`config.mk`:
```
export PLATFORM = sky130hd
export DESIGN_NAME = lvm_limit_monitor
export DESIGN_NICKNAME = d
export VERILOG_FILES = /design/src/logic/lvm_pkg.sv /design/src/logic/lvm_limit_monitor.sv /design/src/logic/lvm_sec_tick.sv
export VERILOG_INCLUDE_DIRS = /design/src /design/src/logic
export SDC_FILE = /design/constraint.sdc
export NUM_CORES = 1
export LEC_CHECK = 0
export BUFFER_PORTS_ARGS = -buffer_cell sky130_fd_sc_hd__buf_2
export CORE_AREA = 3 3 157 197
export CTS_BUF_LIST = sky130_fd_sc_hd__clkbuf_4 sky130_fd_sc_hd__clkbuf_8
export DETAILED_ROUTE_END_ITERATION = 12
export DIE_AREA = 0 0 160 200
export PLACE_DENSITY = 0.68
export SETUP_SLACK_MARGIN = 0.05
export SLEW_MARGIN = 40
export SYNTH_ARGS = -nofsm -noshare
export SYNTH_HDL_FRONTEND = slang
export SYNTH_SLANG_ARGS = --single-unit
```
`constraint.sdc`:
```
create_clock -name mclk -period 8.4 [get_ports mclk]
set_input_delay 1.26 -clock mclk [delete_from_list [all_inputs] [get_ports mclk]]
set_output_delay 1.26 -clock mclk [all_outputs]
set_load 0.03 [all_outputs]
```
`src/logic/lvm_params.svh`:
```
// constants for the limit value monitor: offsets, fields, reset values, timing
//
// What this block does
// - mode 0: above threshold gives 1, below threshold minus hysteresis gives 0.
// - inverted mode: above threshold gives 0, below threshold minus hysteresis gives 1.
// - undershoot modes: below threshold gives 1 or 0, above threshold plus hysteresis opposite.
// - modes where one crossing sends nothing; twelve modes in total.
// - external 16-bit source takes the threshold from the received 2-byte object.
// - external 8-bit source takes the threshold from the received 1-byte object.
// - teach source captures the present measured value on a switching-object trigger.
// - a configuration download replaces any external threshold by the configured one.
// - after download an external threshold is used only once a new value arrives.
// - a 0-to-1 change is accepted and sent only after the switch-on delay.
// - cyclic sends keep sending 0 while the switch-on delay runs.
// - a 1-to-0 change is accepted and sent only after the switch-off delay.
// - cyclic sends keep sending 1 while the switch-off delay runs.
// - cyclic sends are suppressed while a no-telegram condition holds.
// - with send-on-change, every accepted state change is transmitted.
// - without send-on-change, a state change sends nothing.
// - cycle setting of at least 1 sends the object periodically regardless of change.
// - cyclic period in seconds is the cycle setting times ten.
// - cycle setting 0 disables cyclic sending.
// - no send-on-change and cycle 0 means the object is never sent.
// - configured threshold -15, -10, -5 to 35 in 1 degree steps, 40, 45, 50.
// - hysteresis none, 1 to 5 K, 10, 15 or 20 K.
`ifndef LVM_PARAMS_SVH
`define LVM_PARAMS_SVH

`define LVM_ADDR_W 12
`define LVM_OFS_CTRL 12'h000
`define LVM_OFS_TIMING 12'h004
`define LVM_OFS_STATUS 12'h008
`define LVM_OFS_CMD 12'h00C

`define LVM_MODE_LSB 0
`define LVM_MODE_MSB 3
`define LVM_HYST_LSB 4
`define LVM_HYST_MSB 7
`define LVM_THR_LSB 8
`define LVM_THR_MSB 13
`define LVM_SRC_LSB 14
`define LVM_SRC_MSB 15
`define LVM_SOC_BIT 16
`define LVM_CTRL_MASK 32'h0001FFFF

`define LVM_ON_LSB 0
`define LVM_ON_MSB 3
`define LVM_OFF_LSB 4
`define LVM_OFF_MSB 7
`define LVM_CYC_LSB 8
`define LVM_CYC_MSB 15
`define LVM_TIMING_MASK 32'h0000FFFF

`define LVM_CMD_DOWNLOAD_BIT 0

`define LVM_CTRL_RST 32'h00011B00
`define LVM_TIMING_RST 32'h00000000

`define LVM_CYC_STEP_S 12'h00A
`define LVM_PCT_BASE 16'hFF38
`define LVM_PCT_SPAN 10'h2EE
`define LVM_PCT_FULL 10'h0FF

`define LVM_CLK_PERIOD_NS 25
`define LVM_TICK_PERIOD_NS 1000000000
`define LVM_TICK_CYCLES (`LVM_TICK_PERIOD_NS / `LVM_CLK_PERIOD_NS)

`endif

```
`src/logic/lvm_pkg.sv`:
```
// types shared by the limit value monitor
package lvm_pkg;

  typedef enum logic [1:0] {
    ACT_NONE,
    ACT_ON,
    ACT_OFF
  } lvm_act_e;

  typedef enum logic [1:0] {
    SRC_CFG,
    SRC_EXT16,
    SRC_EXT8,
    SRC_TEACH
  } lvm_src_e;

  typedef struct packed {
    logic under_ref;
    lvm_act_e hi;
    lvm_act_e lo;
  } lvm_mode_s;

  typedef struct packed {
    logic send;
    logic value;
  } lvm_tlg_s;

endpackage

```
`src/logic/lvm_limit_monitor.sv`:
```
// limit value monitor with hysteresis, delays and telegram output
`timescale 1ns/1ps
`default_nettype none
`include "lvm_params.svh"
module lvm_limit_monitor #(
  parameter int unsigned TICK_CYCLES = `LVM_TICK_CYCLES
) (
  input wire logic mclk, // system clock, 40 MHz
  input wire logic sys_rst, // async reset, high
  input wire logic psel, // apb select
  input wire logic penable, // apb enable
  input wire logic pwrite, // apb direction
  input wire logic [`LVM_ADDR_W-1:0] paddr, // apb byte address
  input wire logic [31:0] pwdata, // apb write data
  output logic [31:0] prdata, // apb read data
  output logic pready, // apb ready
  output logic pslverr, // apb error
  input wire logic signed [15:0] meas_value, // measured value, 0.1 C
  input wire logic ext16_valid, // 2-byte object received
  input wire logic [15:0] ext16_value, // 2-byte threshold, 0.1 C
  input wire logic ext8_valid, // 1-byte object received
  input wire logic [7:0] ext8_value, // 1-byte threshold, percent of range
  input wire logic teach_valid, // switching object received
  input wire logic teach_bit, // switching object value
  output var lvm_pkg::lvm_tlg_s tlg, // limit telegram
  output logic limit_state // accepted limit state
);

  logic [31:0] ctrl_q;
  logic [31:0] timing_q;
  logic wr_en;
  logic rd_setup;
  logic download;
  logic tick;
  logic signed [15:0] ext_thr_q;
  logic ext_ok_q;
  logic teach_prev_q;
  logic raw_q;
  logic silent_q;
  logic acc_q;
  logic [11:0] tmr_q;
  logic [11:0] cyc_cnt_q;
  logic signed [15:0] cfg_thr;
  logic signed [15:0] act_thr;
  logic signed [16:0] hyst;
  logic signed [16:0] upper;
  logic signed [16:0] lower;
  logic above;
  logic below;
  logic [11:0] dly;
  logic accept;
  logic [11:0] period;
  logic cyc_fire;
  logic [17:0] pct_prod;
  logic [15:0] pct_thr;
  lvm_pkg::lvm_mode_s mode;
  lvm_pkg::lvm_src_e src;

  lvm_sec_tick #(
    .TICK_CYCLES(TICK_CYCLES)
  ) u_tick (
    .mclk(mclk),
    .sys_rst(sys_rst),
    .tick(tick)
  );

  // crossing action table
  function automatic lvm_pkg::lvm_mode_s mode_decode(input logic [3:0] m);
    lvm_pkg::lvm_mode_s r;
    r.under_ref = m[1];
    r.hi = lvm_pkg::ACT_NONE;
    r.lo = lvm_pkg::ACT_NONE;
    case (m)
      4'h0:
      begin
        r.hi = lvm_pkg::ACT_ON;
        r.lo = lvm_pkg::ACT_OFF;
      end
      4'h1:
      begin
        r.hi = lvm_pkg::ACT_OFF;
        r.lo = lvm_pkg::ACT_ON;
      end
      4'h2:
      begin
        r.lo = lvm_pkg::ACT_ON;
        r.hi = lvm_pkg::ACT_OFF;
      end
      4'h3:
      begin
        r.lo = lvm_pkg::ACT_OFF;
        r.hi = lvm_pkg::ACT_ON;
      end
      4'h4: r.hi = lvm_pkg::ACT_ON;
      4'h5: r.hi = lvm_pkg::ACT_OFF;
      4'h6: r.lo = lvm_pkg::ACT_ON;
      4'h7: r.lo = lvm_pkg::ACT_OFF;
      4'h8: r.lo = lvm_pkg::ACT_OFF;
      4'h9: r.lo = lvm_pkg::ACT_ON;
      4'hA: r.hi = lvm_pkg::ACT_OFF;
      4'hB: r.hi = lvm_pkg::ACT_ON;
      default: r.under_ref = 1'b0;
    endcase
    return r;
  endfunction

  // configured threshold index to 0.1 C
  function automatic logic signed [15:0] thr_decode(input logic [5:0] i);
    logic signed [15:0] r;
    r = 16'sh01F4;
    case (i)
      6'h00: r = -16'sh0096;
      6'h01: r = -16'sh0064;
      6'h2B: r = 16'sh0190;
      6'h2C: r = 16'sh01C2;
      6'h2D: r = 16'sh01F4;
      default:
      begin
        if (i < 6'h2B)
          r = 16'(($signed({10'h000, i}) - 16'sh0007) * 16'sh000A);
      end
    endcase
    return r;
  endfunction

  // hysteresis index to 0.1 K
  function automatic logic signed [16:0] hyst_decode(input logic [3:0] i);
    logic signed [16:0] r;
    case (i)
      4'h0: r = 17'sh00000;
      4'h1: r = 17'sh0000A;
      4'h2: r = 17'sh00014;
      4'h3: r = 17'sh0001E;
      4'h4: r = 17'sh00028;
      4'h5: r = 17'sh00032;
      4'h6: r = 17'sh00064;
      4'h7: r = 17'sh00096;
      default: r = 17'sh000C8;
    endcase
    return r;
  endfunction

  // delay selection to seconds
  function automatic logic [11:0] delay_decode(input logic [3:0] i);
    logic [11:0] r;
    case (i)
      4'h0: r = 12'h000;
      4'h1: r = 12'h001;
      4'h2: r = 12'h003;
      4'h3: r = 12'h005;
      4'h4: r = 12'h00A;
      4'h5: r = 12'h00F;
      4'h6: r = 12'h01E;
      4'h7: r = 12'h03C;
      4'h8: r = 12'h0B4;
      4'h9: r = 12'h12C;
      4'hA: r = 12'h258;
      4'hB: r = 12'h384;
      4'hC: r = 12'h708;
      default: r = 12'hE10;
    endcase
    return r;
  endfunction

  // apb access
  assign pready = 1'b1;
  assign wr_en = psel & penable & pwrite;
  assign rd_setup = psel & ~penable;
  assign download = wr_en && (paddr == `LVM_OFS_CMD) && pwdata[`LVM_CMD_DOWNLOAD_BIT];

  always_ff @(posedge mclk or posedge sys_rst)
  begin
    if (sys_rst)
    begin
      ctrl_q <= `LVM_CTRL_RST;
      timing_q <= `LVM_TIMING_RST;
    end
    else if (wr_en)
    begin
      if (paddr == `LVM_OFS_CTRL)
        ctrl_q <= pwdata & `LVM_CTRL_MASK;
      if (paddr == `LVM_OFS_TIMING)
        timing_q <= pwdata & `LVM_TIMING_MASK;
    end
  end

  // read data and error prepared in the setup cycle
  always_ff @(posedge mclk or posedge sys_rst)
  begin
    if (sys_rst)
    begin
      prdata <= 32'h00000000;
      pslverr <= 1'b0;
    end
    else if (rd_setup)
    begin
      prdata <= 32'h00000000;
      pslverr <= 1'b0;
      case (paddr)
        `LVM_OFS_CTRL: prdata <= ctrl_q;
        `LVM_OFS_TIMING: prdata <= timing_q;
        `LVM_OFS_STATUS:
          prdata <= {act_thr, 10'h000, silent_q, ext_ok_q,
                     ~raw_q & acc_q, raw_q & ~acc_q, raw_q, acc_q};
        `LVM_OFS_CMD: prdata <= 32'h00000000;
        default: pslverr <= 1'b1;
      endcase
    end
  end

  assign mode = mode_decode(ctrl_q[`LVM_MODE_MSB:`LVM_MODE_LSB]);
  assign src = lvm_pkg::lvm_src_e'(ctrl_q[`LVM_SRC_MSB:`LVM_SRC_LSB]);
  assign cfg_thr = thr_decode(ctrl_q[`LVM_THR_MSB:`LVM_THR_LSB]);
  assign hyst = hyst_decode(ctrl_q[`LVM_HYST_MSB:`LVM_HYST_LSB]);

  // percent of range -20..55 C mapped to 0.1 C
  // both factors widened first so the product is not cut to the wider operand
  assign pct_prod = 18'(ext8_value) * 18'(`LVM_PCT_SPAN);
  assign pct_thr = 16'(`LVM_PCT_BASE + 16'(pct_prod / `LVM_PCT_FULL));

  // external threshold capture; a receipt outranks a download in the same cycle
  always_ff @(posedge mclk or posedge sys_rst)
  begin
    if (sys_rst)
    begin
      ext_thr_q <= 16'sh0000;
      ext_ok_q <= 1'b0;
      teach_prev_q <= 1'b0;
    end
    else
    begin
      if (teach_valid)
        teach_prev_q <= teach_bit;
      if (download)
        ext_ok_q <= 1'b0;
      case (src)
        lvm_pkg::SRC_EXT16:
        begin
          if (ext16_valid)
          begin
            ext_thr_q <= $signed(ext16_value);
            ext_ok_q <= 1'b1;
          end
        end
        lvm_pkg::SRC_EXT8:
        begin
          if (ext8_valid)
          begin
            ext_thr_q <= $signed(pct_thr);
            ext_ok_q <= 1'b1;
          end
        end
        lvm_pkg::SRC_TEACH:
        begin
          if (teach_valid && teach_bit && !teach_prev_q)
          begin
            ext_thr_q <= meas_value;
            ext_ok_q <= 1'b1;
          end
        end
        default: ext_ok_q <= ext_ok_q & ~download;
      endcase
    end
  end

  assign act_thr = (src != lvm_pkg::SRC_CFG && ext_ok_q) ? ext_thr_q : cfg_thr;

  // band: over-referenced uses thr and thr-hyst, under-referenced thr and thr+hyst
  assign upper = mode.under_ref ? 17'(act_thr + hyst) : 17'(act_thr);
  assign lower = mode.under_ref ? 17'(act_thr) : 17'(act_thr - hyst);
  assign above = 17'(meas_value) > upper;
  assign below = 17'(meas_value) < lower;

  // raw comparison state and no-telegram condition
  always_ff @(posedge mclk or posedge sys_rst)
  begin
    if (sys_rst)
    begin
      raw_q <= 1'b0;
      silent_q <= 1'b0;
    end
    else if (above)
    begin
      silent_q <= (mode.hi == lvm_pkg::ACT_NONE);
      if (mode.hi != lvm_pkg::ACT_NONE)
        raw_q <= (mode.hi == lvm_pkg::ACT_ON);
    end
    else if (below)
    begin
      silent_q <= (mode.lo == lvm_pkg::ACT_NONE);
      if (mode.lo != lvm_pkg::ACT_NONE)
        raw_q <= (mode.lo == lvm_pkg::ACT_ON);
    end
  end

  // switch-on and switch-off delays
  assign dly = raw_q ? delay_decode(timing_q[`LVM_ON_MSB:`LVM_ON_LSB])
                     : delay_decode(timing_q[`LVM_OFF_MSB:`LVM_OFF_LSB]);
  assign accept = (raw_q != acc_q) && (tmr_q >= dly);

  always_ff @(posedge mclk or posedge sys_rst)
  begin
    if (sys_rst)
    begin
      acc_q <= 1'b0;
      tmr_q <= 12'h000;
    end
    else if (raw_q == acc_q)
      tmr_q <= 12'h000;
    else if (accept)
    begin
      acc_q <= raw_q;
      tmr_q <= 12'h000;
    end
    else if (tick)
      tmr_q <= tmr_q + 12'h001;
  end

  assign limit_state = acc_q;

  // cyclic repeat counter in seconds
  assign period = 12'(timing_q[`LVM_CYC_MSB:`LVM_CYC_LSB] * `LVM_CYC_STEP_S);
  assign cyc_fire = tick && (period != 12'h000) && (cyc_cnt_q + 12'h001 >= period);

  always_ff @(posedge mclk or posedge sys_rst)
  begin
    if (sys_rst)
      cyc_cnt_q <= 12'h000;
    else if (period == 12'h000)
      cyc_cnt_q <= 12'h000;
    else if (cyc_fire)
      cyc_cnt_q <= 12'h000;
    else if (tick)
      cyc_cnt_q <= cyc_cnt_q + 12'h001;
  end

  // telegram output
  always_ff @(posedge mclk or posedge sys_rst)
  begin
    if (sys_rst)
      tlg <= '0;
    else
    begin
      tlg.send <= (accept && ctrl_q[`LVM_SOC_BIT])
                  || (cyc_fire && !silent_q);
      tlg.value <= accept ? raw_q : acc_q;
    end
  end

endmodule // lvm_limit_monitor
`default_nettype wire

```
`src/logic/lvm_sec_tick.sv`:
```
// one-second tick prescaler
`timescale 1ns/1ps
`default_nettype none
module lvm_sec_tick #(
  parameter int unsigned TICK_CYCLES = 40000000
) (
  input wire logic mclk, // system clock
  input wire logic sys_rst, // async reset, high
  output logic tick // one-cycle pulse per second
);

  localparam int unsigned CW = (TICK_CYCLES > 1) ? $clog2(TICK_CYCLES) : 1;
  localparam logic [CW-1:0] LAST = CW'(TICK_CYCLES - 1);

  logic [CW-1:0] cnt_q;

  always_ff @(posedge mclk or posedge sys_rst)
  begin
    if (sys_rst)
    begin
      cnt_q <= '0;
      tick <= 1'b0;
    end
    else if (cnt_q == LAST)
    begin
      cnt_q <= '0;
      tick <= 1'b1;
    end
    else
    begin
      cnt_q <= cnt_q + 1'b1;
      tick <= 1'b0;
    end
  end

endmodule // lvm_sec_tick
`default_nettype wire

```
# Yosys cells after proc, flatten, opt, wreduce, memory -nomap -nowiden

Memory sizes are Yosys's and may differ from the RTL's.
Cells that the tools add are included.

Bits in registers: 140
Bits in read-only memories: 440
Input port bits: 93
Output and inout bits: 37
Word-level logic and storage cells: 149
Memories kept: 3

$add $sub $neg: 7
Multipliers: 3
Divide/modulo/power cells: 1
Magnitude comparators: 5
Eq/ne operators: 30
Mux-type cells: 36
Bitwise logic cells: 10
Reductions and logical operators: 38

Memory list:

| name            | depth | width | read ports | clocked after memory_dff | wr ports | line                     | text |
|---|---|---|---|---|---|---|---|
| (no name shown) | 16    | 12    | 1          | 0                        | 0        | lvm_limit_monitor.sv:146 | `case (i)` |
| (no name shown) | 16    | 12    | 1          | 0                        | 0        | lvm_limit_monitor.sv:146 |  |
| (no name shown) | 8     | 7     | 1          | 0                        | 0        | lvm_limit_monitor.sv:129 | `case (i)` |

Operator list:

| kind                                                  | count |
|---|---|
| one-hot mux 32 bit (3 select lines)                   | 1 |
| two-way mux 12 bit                                    | 7 |
| two-way mux 16 bit                                    | 5 |
| one-hot mux 16 bit (5 select lines)                   | 1 |
| two-way mux 17 bit                                    | 3 |
| one-hot mux 16 bit (3 select lines)                   | 1 |
| adder 26 x 1 -> 26 bit (second input constant)        | 1 |
| equality test 26 bit (second input constant)          | 1 |
| two-way mux 26 bit                                    | 1 |
| adder 12 x 1 -> 12 bit (second input constant)        | 2 |
| equality test 12 x 4 -> 1 bit (second input constant) | 2 |
| >= comparator 12 bit                                  | 2 |
| zero test 12 bit                                      | 2 |
| OR reduction 4 bit                                    | 5 |
| divider 18 x 8 -> 18 bit (second input constant)      | 1 |
| equality test 6 bit (second input constant)           | 3 |
| adder 16 x 17 -> 17 bit                               | 1 |
| greater-than comparator 16 x 17 -> 1 bit              | 1 |
| less-than comparator 16 x 17 -> 1 bit                 | 1 |
| multiplier 8 x 9 -> 17 bit (second input constant)    | 1 |
| subtractor 16 x 17 -> 17 bit                          | 1 |
| adder 16 bit (first input constant)                   | 1 |
| equality test 4 x 3 -> 1 bit (second input constant)  | 4 |
| equality test 4 bit (second input constant)           | 4 |
| other kinds (32)                                      | 78 |

# Depth between registers and ports, before layout

Word-level depth: 10
Mapped depth: 41
Gate-level depth less buffers: 37

# By module

A second synthesis with hierarchy kept.

Cell total of the unflattened synthesis: 1,749
Area, all modules: 14,579.0 um^2

By module, submodules not included:

| module            | times used | cells each | area an instance (um^2) | sequential area each (um^2) |
|---|---|---|---|---|
| lvm_limit_monitor | 1          | 1,619      | 13,236.4                | 2,834.0 |
| lvm_sec_tick      | 1          | 130        | 1,342.5                 | 675.6 |

# Least setup slack after synthesis

Ideal clock, no wire load.

Kind: input to register
From: in ext8_value[5]
To: reg ext_thr_q[0]
Setup time: 0.120 ns
Data arrival time: 10.757 ns
Data required time: 8.280 ns
Slack: -2.477 ns
Cell stages on the path: 33
Buffers on the path: 0
Cell sequence: inv_1 > fa_1 > fa_1 > fa_1 > fa_1 > inv_1 > ha_1 > a21o_1 > o21bai_4 > xnor2_2 > or3_4 > or4_1 > a211o_1 > a221oi_4 > nor2_2 > o41ai_2 > nand4_2 > o41ai_4 > nand3_2 > a2111oi_4 > mux2i_1 > o311ai_2 > nor4b_2 > o211a_1 > mux2i_1 > a41oi_4 > mux2_4 > a211oi_2 > a41oi_2 > nor4b_2 > xnor2_1 > nand3_1 > o211a_1

Longest elaborated chain between the ends: 5

RTL lines:

| item                                | line                     | text |
|---|---|---|
| from (decl)                         | lvm_limit_monitor.sv:22  | `input wire logic [7:0] ext8_value,` |
| multiplier 8 x 9 -> 17 bit          | lvm_limit_monitor.sv:218 | `` assign pct_prod = 18'(ext8_value) * 18'(`LVM_PCT_SPAN); `` |
| divider 18 x 8 -> 18 bit (no line)  | --                       |  |
| adder 16 bit (no line)              | --                       |  |
| two-way mux 16 bit                  | lvm_limit_monitor.sv:247 | `if (ext8_valid)` |
| one-hot mux 16 bit (3 select lines) | lvm_limit_monitor.sv:236 | `case (src)` |
| to (signal assigned)                | lvm_limit_monitor.sv:241 | `ext_thr_q <= $signed(ext16_value);` |
| to (signal assigned)                | lvm_limit_monitor.sv:249 | `ext_thr_q <= $signed(pct_thr);` |
| to (signal assigned)                | lvm_limit_monitor.sv:257 | `ext_thr_q <= meas_value;` |
| to (decl)                           | lvm_limit_monitor.sv:35  | `logic signed [15:0] ext_thr_q;` |

Every way passes these cells. The select of a mux whose other input is x is not followed.
A chain may end at the register's enable or synchronous reset.

# Worst setup path after layout

From: in ext8_value[7]
To: reg ext_thr_q[0]

The elaborated chain is that of the path after synthesis.

==> results.json <==
{
  "status": "complete, but fails checks",
  "violations": "setup timing",
  "start_util_pct": 48.7,
  "dieArea_mm2": 0.0320,
  "num_rows": 70,
  "crit_arrival_ns": 10.72,
  "worstSetupPathType": "input port to register",
  "die_w_um": 160,
  "drtIter0Drc": 721,
  "worstMarginPinSlew_ns": 0.888,
  "end_kind": "register",
  "slew_headroom_pct": 40.5,
  "hold_class": "register to register",
  "cts_tree": "yes",
  "synth_top_area_share_pct": 23.7,
  "ys_seq_area_share_pct": 24.7,
  "finalCritPeriodShare_pct": 123,
  "finalMaxSlewViolations": 0,
  "fin_worst_skew_ns": 0.0141,
  "path_delay_family": "compound AO/OA/AOI/OAI gates",
  "maxCapViolations": 0,
  "min_period_ns": 10.37,
  "synth_warnings": 0,
  "drt_pass1_iterations": 6,
  "rrSetupSlack_ns": 1.17,
  "clkLatencyLatePin_ns": 0.46,
  "layout.nets": 2305,
  "grt_pass1_vias": 13800,
  "areaGrowthSynthToFinish_pct": 27.9,
  "r2r_cells": 33,
  "crit_cells": 38,
  "ys_ff_latch": 140,
  "core_area_mm2": 0.0293,
  "clock-sinks": 140,
  "ys_top_cells_by_count": "nor2_1, ha_1, nand2_1, dfrtp_1, o21ai_0",
  "clock_path_buffers": 2,
  "synth.area.top_cells": "dfrtp_1, ha_1, o21ai_0",
  "antenna_left": 0,
  "ctsRootBufferMaster": "clkbuf_8",
  "dr_wl_met2_mm": 22.0,
  "synth.avg_cell_area_um2": 8.42,
  "antenna_found_initial": 3,
  "rsz0062_at_grt": "true",
  "yosysTopAreaCell": "dfrtp_1",
  "max_freq_mhz": 96.5,
  "post-route-util_pct": 62.2,
  "yosysMostFrequentCell": "nor2_1",
  "highest_layer": "met5",
  "start_kind": "input port",
  "ys.flop_type": "dfrtp_1",
  "place.port_buffers": 113,
  "dp_hpwl_mm": 32.9,
  "synthDistinctLibCells": 106,
  "cpMaxStageDelayCell": "fa_1",
  "numCtsBuffers": 17,
  "cts.hold.buffers_added": 0,
  "path_clk_slew_ns": 0.08,
  "post_drt_wl_per_cell_um": 17.0,
  "hold_viol": 0,
  "fp.dieH_um": 200,
  "route.met3.wl_mm": 1.64,
  "required_ns": 8.75,
  "final_cell_area_mm2": 0.0182,
  "grt-ovfl-total": 0,
  "drc": 0,
  "grt_first_pass_wirelength_mm": 66.7,
  "critPathBufInv": 7,
  "drt_wl_total_mm": 41.4,
  "setup_slack_ns": -1.97,
  "dpl_cell_area_mm2": 0.0171,
  "syn_area_mm2": 0.0142,
  "cp_max_fo": 7,
  "synth_edf_count": 0,
  "drt-met1-wl_mm": 16.0,
  "via_per_inst": 5.72,
  "drive_above_1_share_pct": 28.5,
  "async_flop_share_pct": 100,
  "whs_path_depth": 1,
  "max_stage_delay_ns": 0.61,
  "vias": 13900,
  "syn_nets": 1966,
  "gp_congestion": 0.919,
  "grtUsageTotal_pct": 25.3,
  "setup_viol": 16,
  "netlist_instances": 1691,
  "grt_start_max_net_pins": 93,
  "fillCellCount": 2521,
  "cts_max_level": 4,
  "io_pins": 130
}
==> area by class of cell <==
type	count	area (um2)	share of cell area, %
Antenna cell	1	2.50	0.0138
Clock buffer	21	289	1.59
Clock inverter	9	160	0.880
Inverter	101	389	2.14
Multi-Input combinational cell	1388	10700	58.6
Sequential cell	140	3510	19.3
Tap cell	396	495	2.72
Timing Repair Buffer	382	2680	14.7
==> placed cells by master, fill, tap and decap left out, drive strengths merged, types with 6 or more instances in the layout <==
| cell type | instances |
|---|---|
| a22o | 12 |
| o211ai | 19 |
| buf | 382 |
| a21boi | 7 |
| mux2i | 20 |
| o21ai | 131 |
| mux2 | 34 |
| o21bai | 8 |
| a221oi | 9 |
| a2111oi | 6 |
| xor2 | 52 |
| nand3 | 57 |
| a211oi | 9 |
| fa | 29 |
| clkbuf | 21 |
| inv | 101 |
| nor2 | 158 |
| and2 | 16 |
| nand4 | 23 |
| ha | 153 |
| and3 | 27 |
| nor3 | 24 |
| o22ai | 8 |
| or3 | 13 |
| nand2b | 31 |
| a21oi | 109 |
| nor2b | 33 |
| xnor2 | 46 |
| nand2 | 152 |
| a21o | 28 |
| nor4 | 12 |
| o31ai | 12 |
| a22oi | 11 |
| o21a | 10 |
| or2 | 16 |
| a31oi | 23 |
| a31o | 6 |
| a211o | 8 |
| dfrtp | 135 |
==> registers in the layout, summed over array words and instances (netlist names), 2 cells and up <==
name	cells
tlg	2
cyc_cnt_q	12
prdata	32
ctrl_q	17
u_tick.cnt_q	26
ext_thr_q	16
tmr_q	12
timing_q	16
==> layer usage <==
| layer | GRT usage, % | vias up |
|---|---|---|
| met2 | 50.0 | 374 |
| met3 | 3.16 | 119 |
| li1 | - | 6778 |
| met5 | 0 | - |
| met4 | 10.8 | 6 |
| met1 | 27.1 | 6664 |
==> what timing repair did <==
action	4_1_cts	5_1_grt
gates resized for setup	27	73
endpoints found under the setup margin	16	16
setup buffers	18	19
pin swaps	24	49
==> path summary, 6_finish.rpt <==
path	startpoint	to
min reg2reg	u_tick.cnt_q[6]	u_tick.cnt_q[6]
max reg2reg	ctrl_q[8]	raw_q
max in group asynchronous	sys_rst	timing_q[11]
max	ext8_value[7]	ext_thr_q[0]
min	u_tick.cnt_q[6]	u_tick.cnt_q[6]
min in group asynchronous	sys_rst	prdata[27]
==> logic make-up after synthesis <==
group	after synthesis	share of synthesized area [%]
compound gates	471	22.7
xor+xnor	99	6.30
fa+ha+maj	182	17.5
buf+inv	163	4.41
flops	140	24.7
mux	54	4.15
other cells	1	0.0263
simple gates	581	20.2
==> per-stage QoR <==
stage	worst slack, ns	setup TNS (ns)	std cells	hold slack, ns
global placement	-2.40	-32.30	2377	0.454
detailed placement	-2.60	-34.72	2377	0.455
global route	-2.29	-31.55	2437	0.494
finish	-1.97	-26.20	2438	0.472
floorplan	-2.08	-24.00	1691	0.438
CTS	-1.91	-25.33	2424	0.470
==> worst reg2reg max path, delay by kind of cell (launching register included) <==
| family | cells | cell delay, ns |
|---|---|---|
| simple gates | 13 | 1.62 |
| fa+ha+maj | 3 | 0.98 |
| buf+inv | 1 | 0.10 |
| mux | 1 | 0.18 |
| compound gates | 15 | 3.62 |
| flops | 1 | 0.60 |
Power is left out: the tool's default activity adds up to more than one toggle a clock period on the data nets, which glitch-free logic cannot reach.
